--- src/hw/cpwm_pkg.sv ---
// shared constants, types and write carrier for the complementary pwm timer
package cpwm_pkg;

   // pwm_mode_select encodings
   localparam logic [1:0] MODE_TIMER    = 2'h0; // timer / pwm / pwm3
   localparam logic [1:0] MODE_RSYNC    = 2'h1; // reset synchronous pwm
   localparam logic [1:0] MODE_CPWM_UDF = 2'h2; // complementary, load at trough
   localparam logic [1:0] MODE_CPWM_CM  = 2'h3; // complementary, load at peak

   // counter limits and reset values
   localparam logic [15:0] CNT_ZERO   = 16'h0000; // counter floor
   localparam logic [15:0] CNT_ONE    = 16'h0001; // one step
   localparam logic [15:0] CNT_MAX    = 16'hFFFF; // counter ceiling
   localparam logic [15:0] PERIOD_RST = 16'hFFFF; // period after reset
   localparam logic [15:0] GEN_RST    = 16'hFFFF; // general regs after reset
   localparam logic [15:0] BUF_RST    = 16'hFFFF; // buffer regs after reset

   // write select codes on the register write port
   localparam logic [3:0] SEL_PERIOD = 4'h0; // period_compare_a0
   localparam logic [3:0] SEL_GEN    = 4'h1; // general_b0, +1 a1, +2 b1
   localparam logic [3:0] SEL_BUF    = 4'h4; // buffer_d0, +1 c1, +2 d1
   localparam logic [3:0] SEL_CNT0   = 4'h7; // counter_zero
   localparam logic [3:0] SEL_CNT1   = 4'h8; // counter_one

   // flag bit positions in flag_clear
   localparam int FLAG_CMP = 0; // compare_flag_a
   localparam int FLAG_UDF = 1; // underflow_flag
   localparam int FLAG_OVF = 2; // overflow_flag

   // number of buffered channels
   localparam int NCH = 3;

   // one register write
   typedef struct packed {
      logic        we;   // write strobe, one cycle
      logic [3:0]  sel;  // target register
      logic [15:0] data; // value written
   } reg_wr_s;

   // buffer override tracking state
   typedef enum logic [1:0] {
      OVR_NONE,  // selected timing
      OVR_HIGH,  // buffer at or above period
      OVR_ZERO   // buffer equal to zero
   } ovr_state_e;

endpackage : cpwm_pkg

--- src/hw/buf_xfer_ctrl.sv ---
// per-channel decision of when a buffer value moves to its general register
module buf_xfer_ctrl
   import cpwm_pkg::*;
(
   input  wire logic        sys_clk,
   input  wire logic        rst_n,
   input  wire logic [1:0]  mode,
   input  wire logic [15:0] buf_val,
   input  wire logic [15:0] period,
   input  wire logic        cm_evt,
   input  wire logic        udf_evt,
   output logic             xfer
);

   ovr_state_e state_reg;   // override tracking
   logic       buf_high;    // buffer at or above period
   logic       buf_zero;    // buffer is zero
   logic       buf_legit;   // 1 .. period-1

   assign buf_high  = (buf_val >= period);
   assign buf_zero  = (buf_val == CNT_ZERO);
   assign buf_legit = !buf_high && !buf_zero;

   // transfer moment per state
   always_comb begin
      unique case (state_reg)
         OVR_HIGH: xfer = udf_evt;
         OVR_ZERO: xfer = cm_evt;
         default:  xfer = (mode == MODE_CPWM_CM) ? cm_evt : udf_evt;
      endcase
   end

   // track overrides, leave after first legal transfer
   always_ff @(posedge sys_clk) begin
      if (!rst_n) begin
         state_reg <= OVR_NONE;
      end else if (buf_zero) begin
         state_reg <= OVR_ZERO;
      end else if (buf_high) begin
         state_reg <= OVR_HIGH;
      end else if (buf_legit && xfer) begin
         state_reg <= OVR_NONE;
      end
   end

endmodule // buf_xfer_ctrl

--- src/hw/complementary_pwm_timer.sv ---
// two-counter timer with reset synchronous and complementary pwm modes
module complementary_pwm_timer
   import cpwm_pkg::*;
(
   input  wire logic                 sys_clk,
   input  wire logic                 rst_n,
   input  wire logic                 counter0_run,
   input  wire logic                 counter1_run,
   input  wire logic [1:0]           pwm_mode_select,
   input  wire logic                 pos_phase_init_level,
   input  wire logic                 neg_phase_init_level,
   input  wire logic [NCH-1:0]       buffer_sel,
   input  wire reg_wr_s              reg_wr,
   input  wire logic [2:0]           flag_clear,
   output logic [15:0]               counter_zero,
   output logic [15:0]               counter_one,
   output logic [15:0]               period_compare_a0,
   output logic [NCH-1:0][15:0]      general_out,
   output logic                      compare_flag_a,
   output logic                      underflow_flag,
   output logic                      overflow_flag,
   output logic [NCH-1:0]            pwm_pos,
   output logic [NCH-1:0]            pwm_neg
);

   logic [15:0]           cnt0_reg;     // counter_zero
   logic [15:0]           cnt1_reg;     // counter_one
   logic [15:0]           period_reg;   // peak compare value
   logic                  down_reg;     // complementary count direction
   logic [NCH-1:0][15:0]  gen_reg;      // general compare registers
   logic [NCH-1:0][15:0]  buf_reg;      // buffer registers
   logic                  cmp_reg;      // compare_flag_a
   logic                  udf_reg;      // underflow_flag
   logic                  ovf_reg;      // overflow_flag
   logic [NCH-1:0]        pos_reg;      // positive phase pins
   logic [NCH-1:0]        neg_reg;      // negative phase pins
   logic [NCH-1:0]        xfer;         // per-channel load pulse

   logic                  cpwm;         // complementary mode
   logic                  rsync;        // reset synchronous mode
   logic                  running;      // counting in this mode
   logic [15:0]           peak;         // m+1
   logic                  cm_evt;       // compare match event
   logic                  udf_evt;      // counter_one underflow
   logic                  ovf_evt;      // counter_zero wrap
   logic                  wr_cnt0;      // software writes counter_zero
   logic                  wr_cnt1;      // software writes counter_one

   assign cpwm  = pwm_mode_select[1];
   assign rsync = (pwm_mode_select == MODE_RSYNC);

   // complementary needs both run bits
   assign running = cpwm ? (counter0_run && counter1_run) : counter0_run;
   assign peak    = 16'(period_reg + CNT_ONE);

   // peak event only on the way up, m to m+1
   assign cm_evt = running && (cpwm ? (!down_reg && cnt0_reg == period_reg)
                                    : (cnt0_reg == period_reg));
   // underflow only on the way down, 0 to FFFF
   assign udf_evt = running && cpwm && down_reg && (cnt1_reg == CNT_ZERO);
   // wrap of counter_zero in timer mode only
   assign ovf_evt = running && !cpwm && !rsync && (cnt0_reg == CNT_MAX);

   assign wr_cnt0 = reg_wr.we && reg_wr.sel == SEL_CNT0;
   assign wr_cnt1 = reg_wr.we && reg_wr.sel == SEL_CNT1;

   // counter_zero stepping
   always_ff @(posedge sys_clk) begin
      if (!rst_n) begin
         cnt0_reg <= CNT_ZERO;
      end else if (wr_cnt0) begin
         cnt0_reg <= reg_wr.data;
      end else if (running) begin
         if (cpwm) begin
            if (down_reg || cnt0_reg == peak) begin
               cnt0_reg <= 16'(cnt0_reg - CNT_ONE);
            end else begin
               cnt0_reg <= 16'(cnt0_reg + CNT_ONE);
            end
         end else if (rsync && cnt0_reg == period_reg) begin
            // period match clears in rsync mode
            cnt0_reg <= CNT_ZERO;
         end else begin
            cnt0_reg <= 16'(cnt0_reg + CNT_ONE);
         end
      end
   end

   // counter_one stepping, complementary mode only
   always_ff @(posedge sys_clk) begin
      if (!rst_n) begin
         cnt1_reg <= CNT_ZERO;
      end else if (wr_cnt1) begin
         cnt1_reg <= reg_wr.data;
      end else if (running && cpwm) begin
         if (down_reg && cnt1_reg != CNT_MAX) begin
            cnt1_reg <= 16'(cnt1_reg - CNT_ONE);
         end else if (!down_reg && cnt0_reg == peak) begin
            cnt1_reg <= 16'(cnt1_reg - CNT_ONE);
         end else begin
            cnt1_reg <= 16'(cnt1_reg + CNT_ONE);
         end
      end
   end

   // shared direction: down from peak, up from trough
   always_ff @(posedge sys_clk) begin
      if (!rst_n) begin
         down_reg <= 1'b0;
      end else if (!cpwm) begin
         down_reg <= 1'b0;
      end else if (running) begin
         if (!down_reg && cnt0_reg == peak) begin
            down_reg <= 1'b1;
         end else if (down_reg && cnt1_reg == CNT_MAX) begin
            down_reg <= 1'b0;
         end
      end
   end

   // period register, direct write only
   always_ff @(posedge sys_clk) begin
      if (!rst_n) begin
         period_reg <= PERIOD_RST;
      // no buffered path into the period
      end else if (reg_wr.we && reg_wr.sel == SEL_PERIOD) begin
         period_reg <= reg_wr.data;
      end
   end

   // per channel buffer, general register and load control
   genvar ch;
   generate
      for (ch = 0; ch < NCH; ch++) begin : g_ch
         // buffer register write
         always_ff @(posedge sys_clk) begin
            if (!rst_n) begin
               buf_reg[ch] <= BUF_RST;
            end else if (reg_wr.we && reg_wr.sel == 4'(SEL_BUF + ch)) begin
               buf_reg[ch] <= reg_wr.data;
            end
         end

         // load timing for this channel
         buf_xfer_ctrl u_xfer (
            .sys_clk (sys_clk),
            .rst_n   (rst_n),
            .mode    (pwm_mode_select),
            .buf_val (buf_reg[ch]),
            .period  (period_reg),
            .cm_evt  (cm_evt),
            .udf_evt (udf_evt),
            .xfer    (xfer[ch])
         );

         // general register: buffered load beats direct write
         always_ff @(posedge sys_clk) begin
            if (!rst_n) begin
               gen_reg[ch] <= GEN_RST;
            end else if (cpwm && buffer_sel[ch] && xfer[ch]) begin
               gen_reg[ch] <= buf_reg[ch];
            end else if (reg_wr.we && reg_wr.sel == 4'(SEL_GEN + ch)) begin
               gen_reg[ch] <= reg_wr.data;
            end
         end

         // pin levels: init level when idle, inverted while active
         always_ff @(posedge sys_clk) begin
            if (!rst_n) begin
               pos_reg[ch] <= 1'b0;
               neg_reg[ch] <= 1'b0;
            end else if (!running || !(cpwm || rsync)) begin
               // stopped or plain mode shows initial levels
               pos_reg[ch] <= pos_phase_init_level;
               neg_reg[ch] <= neg_phase_init_level;
            end else if (cpwm) begin
               // positive off counter_zero, negative off counter_one
               pos_reg[ch] <= pos_phase_init_level
                              ^ (cnt0_reg >= gen_reg[ch]);
               neg_reg[ch] <= neg_phase_init_level
                              ^ (cnt1_reg < gen_reg[ch]);
            end else begin
               // rsync: negative compares with the opposite sense of positive
               pos_reg[ch] <= pos_phase_init_level
                              ^ (cnt0_reg < gen_reg[ch]);
               neg_reg[ch] <= neg_phase_init_level
                              ^ (cnt0_reg >= gen_reg[ch]);
            end
         end
      end
   endgenerate

   // compare flag, set wins over clear
   always_ff @(posedge sys_clk) begin
      if (!rst_n) begin
         cmp_reg <= 1'b0;
      end else if (cm_evt) begin
         cmp_reg <= 1'b1;
      end else if (flag_clear[FLAG_CMP]) begin
         cmp_reg <= 1'b0;
      end
   end

   // underflow flag, set wins over clear
   always_ff @(posedge sys_clk) begin
      if (!rst_n) begin
         udf_reg <= 1'b0;
      end else if (udf_evt) begin
         udf_reg <= 1'b1;
      end else if (flag_clear[FLAG_UDF]) begin
         udf_reg <= 1'b0;
      end
   end

   // overflow flag, never set in complementary mode
   always_ff @(posedge sys_clk) begin
      if (!rst_n) begin
         ovf_reg <= 1'b0;
      end else if (ovf_evt) begin
         ovf_reg <= 1'b1;
      end else if (flag_clear[FLAG_OVF]) begin
         ovf_reg <= 1'b0;
      end
   end

   // outputs straight from flip-flops
   assign counter_zero      = cnt0_reg;
   assign counter_one       = cnt1_reg;
   assign period_compare_a0 = period_reg;
   assign general_out       = gen_reg;
   assign compare_flag_a    = cmp_reg;
   assign underflow_flag    = udf_reg;
   assign overflow_flag     = ovf_reg;
   assign pwm_pos           = pos_reg;
   assign pwm_neg           = neg_reg;

endmodule // complementary_pwm_timer

--- config.mk ---
export PLATFORM = sky130hd
export DESIGN_NAME = complementary_pwm_timer
export DESIGN_NICKNAME = d
export VERILOG_FILES = /design/src/hw/cpwm_pkg.sv /design/src/hw/buf_xfer_ctrl.sv /design/src/hw/complementary_pwm_timer.sv
export SDC_FILE = /design/constraint.sdc
export NUM_CORES = 1
export LEC_CHECK = 0
export BUFFER_PORTS_ARGS = -buffer_cell sky130_fd_sc_hd__buf_2
export CAP_MARGIN = 20
export CORE_MARGIN = 1
export CORE_UTILIZATION = 31
export CTS_CLUSTER_SIZE = 28
export DETAILED_ROUTE_END_ITERATION = 10
export MAX_ROUTING_LAYER = met4
export PLACE_DENSITY = 0.57
export RECOVER_POWER = 100
export SLEW_MARGIN = 5
export SYNTH_ARGS = -nofsm -noshare
export SYNTH_HDL_FRONTEND = slang
export SYNTH_HIERARCHICAL = 1
export SYNTH_SLANG_ARGS = --single-unit
--- constraint.sdc ---
create_clock -name sys_clk -period 6.39 [get_ports sys_clk]
set_clock_uncertainty 0.15 [all_clocks]
set_input_delay 0.639 -clock sys_clk [delete_from_list [all_inputs] [get_ports sys_clk]]
set_output_delay 0.639 -clock sys_clk [all_outputs]
set_load 0.05 [all_outputs]
==> impl_metrics.toml, run 1 <==
[clocking]
cts_tree = "done"
ctsResizeCount = 0
cts_root_buf = "clkbuf_16"
htreeDepth = 4
cts_buffer_depth = 2
cts_buffers = 17
clk_pin_slew_ps = 70
cts_setup_buffers = 0
cts_hold_buf = 0
clkSinkCount = 160
clk_latency_ps = 450

[global_routing]
grt-ovfl-total = 0
grt_use_total_pct = 26.4
grt_max_degree = 81
grt_pass1_vias = 12310
grt_pass1_wl_mm = 77.9
antenna_found_initial = 2

[drt]
drt_iter0_drc = 1316
routed_wl_mm = 52.6
drcViolationCount = 0
ant_nets = 0
wire_per_inst_um = 23.1
vias = 13041
first_pass_iters = 6
vias_per_cell = 5.72

[worst_setup_path]
crit_top_cell = "nand2_1"
crit_required_ps = 6540
timing.critical_path.cells = "clkbuf_1 > clkinv_1 > o21a_1 > nand2_1 > nor3_1 > nor3b_1 > and4_1 > o211ai_1 > nand2_1 > nand3_1 > clkbuf_1 > o211ai_1 > o21ai_0 > nand2_1"
cp.depth = 14
path_delay_family = "buffers and inverters"
arrival_ps = 5280
critPathMaxStageDelay_ps = 880
ff2ff_path_depth = 9
critical_path_buf_inv_count = 3
cp_slowest_cell = "clkbuf_1"
path_max_fanout = 27
crit_type = "in2reg"
start_kind = "primary input"
cp-end-kind = "flip-flop"

[timing]
setup-violations-final = 0
post-route-period-util_pct = 80.3
hold_viol = 0
slew_headroom_pct = -4.75
drv_slew = 15
setup_slack_ps = 1260
finalWorstPathRequiredPeriod_ps = 5130
timing.fmax_mhz = 195
final.setup.tns_ps = 0
max_slew.worst_pin.slew_ps = 1570
rsz0062_at_grt = "false"

[final_layout]
area_growth_pct = 12.7
nets = 1936
drive_gt1_share_pct = 6.25
layoutNonFillerInstCount = 2279
stdcell_area_um2 = 13800

[die]
fp.dieH_um = 201
die_area_um2 = 40400
die_x_um = 201
start_util_pct = 31.6
core.rowCount = 72
boundaryPins = 140
core_um2 = 38800

[power]
pwr-share-clk_pct = 39.7
p_total_mw = 2.72
intPower_mw = 1.79
cellLeakagePower_nw = 6.96
worst_ir_drop_vdd_mv = 0.155
power_switching_share_pct = 34.0
switchingPower_uw = 925
power.density_nw_per_um2 = 197
pwr-share-comb_pct = 20.1
power_frac_seq_pct = 40.2

[yosys]
synth_top_area_share_pct = 26.1
synth_common_cells = "306 x nand2_1, 160 x dfxtp_1, 160 x nand3_1"
synth.most_common_cell = "nand2_1"
ys.flop_type = "dfxtp_1"
yosysUniqueCellTypes = 75
syn_area_um2 = 12300
syn_area_per_cell_um2 = 7.38
seq_area_frac_synth_pct = 26.1
synth-edff-count = 0
yosysWarnings = 6
synth-seq-cells = 160
ys_async_sr_fraction_pct = 0
syn-num-nets = 1850
synthesis.instances = 1662
yosys.area.top_type = "dfxtp_1"
synth_area_leaders = "dfxtp_1 26%, ha_1 16%, nand2_1 9.4%, nand3_1 6.5%, inv_1 3.8%"

[placed_design]
place_area_um2 = 13400
dp_cells = 2244
port_buffers = 139
place_ws_ps = 1550
hpwl_mm = 38.1
gp_congestion = 0.976

[worst_hold_path]
min_path_type = "in2reg"
hold_depth = 3

[run_status]
violations = "max-capacitance violations, max-slew violations"
status = "finished with violations"

[job]
drv_cap = 1
==> cell type report <==
type,count,area [um2]
clock inverters,12,148
inverters,125,469
flip-flops and latches,160,3200
fillers,4190,25000
repair buffers,159,706
clock buffers,19,443
well taps,518,648
diodes,1,2.50
multi-input cells,1285,8210
==> metal layers <==
layer	GRT usage [%]	share of wire, %	vias up
met3	4.50	8.6	122
met5	-	0	-
met1	35.1	44	6235
met2	39.6	43	626
met4	10.2	4.1	0
li1	-	-	6058
==> power by group through the flow <==
stage	logic [mW]	registers, mW	clock network, mW
final	0.547	1.09	1.08
after global placement	0.538	1.11	0
after detailed placement	0.547	1.11	0
after floorplan	0.317	1.15	0
after global routing	0.590	1.09	1.13
after CTS	0.549	1.09	1.08
==> tightest hold or removal path: stages <==
cell	delay (ps)
buf_2	120
xor2_1	70
nor2_1	70
==> final timing paths <==
path,startpoint,slack (ps),end
worst min register to register,compare_flag_a,360,compare_flag_a
worst max-delay path,pwm_mode_select[1],1260,general_out[15]
worst max register to register,period_compare_a0[4],1480,counter_one[10]
worst min-delay path,pos_phase_init_level,330,pwm_pos[2]
==> layout by cell type (no fill, tap or decap), types with 15 or more instances in the layout <==
master | Yosys | final
o211ai_1 | 34 | 34
xnor2_1 | 27 | 27
nor2_1 | 83 | 83
inv_1 | 123 | 123
xor2_1 | 20 | 20
ha_1 | 153 | 153
dfxtp_1 | 160 | 160
a21o_1 | 26 | 27
nand3_1 | 160 | 160
or3_1 | 19 | 19
buf_2 | 6 | 30
clkbuf_1 | 82 | 111
nor3_1 | 38 | 37
mux2i_1 | 18 | 18
clkbuf_16 | 0 | 17
a21oi_1 | 56 | 57
and3_1 | 25 | 25
buf_4 | 3 | 19
nor4_1 | 21 | 21
o21ai_0 | 88 | 86
nand2_1 | 306 | 306
a211oi_1 | 15 | 15
nand4_1 | 41 | 41
==> metrics by stage <==
stage	util (%)	hold slack, ps
floorplan	-	324
global placement	34.5	327
detailed placement	34.5	335
CTS	36.0	326
global route	35.6	351
finish	35.6	330
==> logic make-up (layout without fill, tap and decap cells) <==
kind of cell,after synthesis,in the layout,share of synthesized area (%)
AO/OA/AOI/OAI,309,309,16.9
adder cells (fa/ha/maj),153,153,15.6
XOR/XNOR,47,47,3.36
buffers and inverters,217,315,6.86
flip-flops,160,160,26.1
other,0,1,0
AND/OR/NAND/NOR,755,755,29.4
multiplexers,21,21,1.74
Note: power is estimated with default switching activity, not from simulation.
==> inputs of run 2 (changes only) <==
- PLACE_DENSITY: 0.57 -> 0.58
- clock period: 6.39 -> 4.58 ns (I/O delays scaled with it)
==> impl_metrics.toml, run 2 (same netlist as run 1, synthesis figures left out) <==
[global_routing]
antenna_found_initial = 0
grt_pass1_wl_mm = 78.0
grt_pass1_vias = 12276
grt_use_total_pct = 26.5
grt_max_degree = 63
grt-ovfl-total = 0

[power]
cellLeakagePower_nw = 7.08
power.density_nw_per_um2 = 271
worst_ir_drop_vdd_mv = 0.231
p_total_mw = 3.80

[timing]
max_slew.worst_pin.slew_ps = 2770
setup-violations-final = 0
drv_slew = 113
finalWorstPathRequiredPeriod_ps = 4050
slew_headroom_pct = -84.7
hold_viol = 0
final.setup.tns_ps = 0
rsz0062_at_grt = "false"
post-route-period-util_pct = 88.4
timing.fmax_mhz = 247
holdWs_ps = 148

[die]
start_util_pct = 31.6
boundaryPins = 140
core.rowCount = 72
die_x_um = 201
fp.dieH_um = 201
die_area_um2 = 40400
core_um2 = 38800

[worst_setup_path]
r2r-start = "counter_one[4]"
path_max_fanout = 32
cp-end-kind = "flip-flop"
start_kind = "flip-flop"
r2r_setup_slack_ps = 530
crit_required_ps = 4640
ff2ff_path_depth = 14
reg2reg_to = "general_out[41]"
crit_type = "reg2reg"
arrival_ps = 4110

[worst_hold_path]
hold_depth = 3
hp-start = "neg_phase_init_level"
min_path_type = "in2reg"
worst_hold_path.endpoint = "pwm_neg[0]"

[run_status]
status = "finished with violations"
violations = "max-capacitance violations, max-slew violations"

[clocking]
cts_tree = "done"
clk_latency_ps = 450
cts_root_buf = "clkbuf_16"
htreeDepth = 4
cts_hold_buf = 0
clkSinkCount = 160
clk_pin_slew_ps = 70
cts_buffer_depth = 2
cts_setup_buffers = 0
cts_buffers = 17
ctsResizeCount = 0

[final_layout]
drive_gt1_share_pct = 7.77
final_cell_mix = "306 x nand2_1, 160 x nand3_1, 160 x dfxtp_1"
nets = 1963
postLayoutCoreUtil_pct = 36.1
mostFrequentLayoutCell = "nand2_1"
antennaDiodeCount = 0
area_growth_pct = 14.5
stdcell_area_um2 = 14000

[placed_design]
place_area_um2 = 13600
gp_congestion = 0.953
port_buffers = 139
hpwl_mm = 38.4

[drt]
ant_nets = 0
routed_wl_mm = 52.9
drcViolationCount = 0
first_pass_iters = 6
wire_per_inst_um = 22.9
drt_iter0_drc = 1317
dr_wl_met3_mm = 4.57
vias = 13243
met2_length_mm = 21.9
drt-met1-wl_mm = 23.8
highest_layer = "met4"
vias_per_cell = 5.74

[job]
drv_cap = 2
## run 2: cell count changes in the layout (fill, tap and decap cells not counted), sizes merged
cell    previous run  this run
clkbuf           129       133
buf               49        72
bufinv             2         1
diode              1         0
inv              129       131
## run 2: how the worst max path moves through the flow
stage	cells past startpoint	to	start	slack, ps
3_3_place_gp	14	general_out[47]	counter_one[4]	730
3_5_place_dp	14	general_out[40]	counter_one[4]	680
2_1_floorplan	15	general_out[16]	counter_one[5]	730
5_1_grt	14	general_out[34]	counter_one[4]	110
4_1_cts	14	general_out[40]	counter_one[4]	660
6_report	14	general_out[41]	counter_one[4]	530
## run 2: stage by stage
step                      setup slack [ps]  std cells
after detailed placement               678       2272
after global routing                   105       2306
final                                  532       2306
after global placement                 726       2271
after floorplan                        733       1662
after CTS                              665       2304
## run 2: power breakdown
part           total (mW)  switching [mW]  internal (mW)
sequential           1.50          0.0662           1.43
combinational       0.803           0.552          0.250
clock                1.50           0.708          0.789
## run 2: cell type report
type	instances	area (um2)
fill	4134	24800
multi-input combinational	1285	8230
sequential	160	3200
timing repair buffer	186	897
tap	518	648
inverter	125	469
clock buffer	19	443
clock inverter	13	145
## run 2: worst max-delay path: stages, from the launching register on
cell and delay (ps):
dfxtp_1 320, nor4_1 370, nand2_1 150, or3_1 380
or4_1 450, nor3b_1 220, and4_1 470, o211ai_1 210
nand2_1 120, nand3_1 80, buf_4 210, o21ai_2 370
nand3_1 130, o21ai_0 120, nand2_1 80
## run 2: layer usage
layer / GRT usage, % / up-vias
li1: - / 6121
met1: 35.8 / 6313
met2: 38.1 / 669
met3: 4.68 / 140
met4: 12.5 / 0
met5: - / -
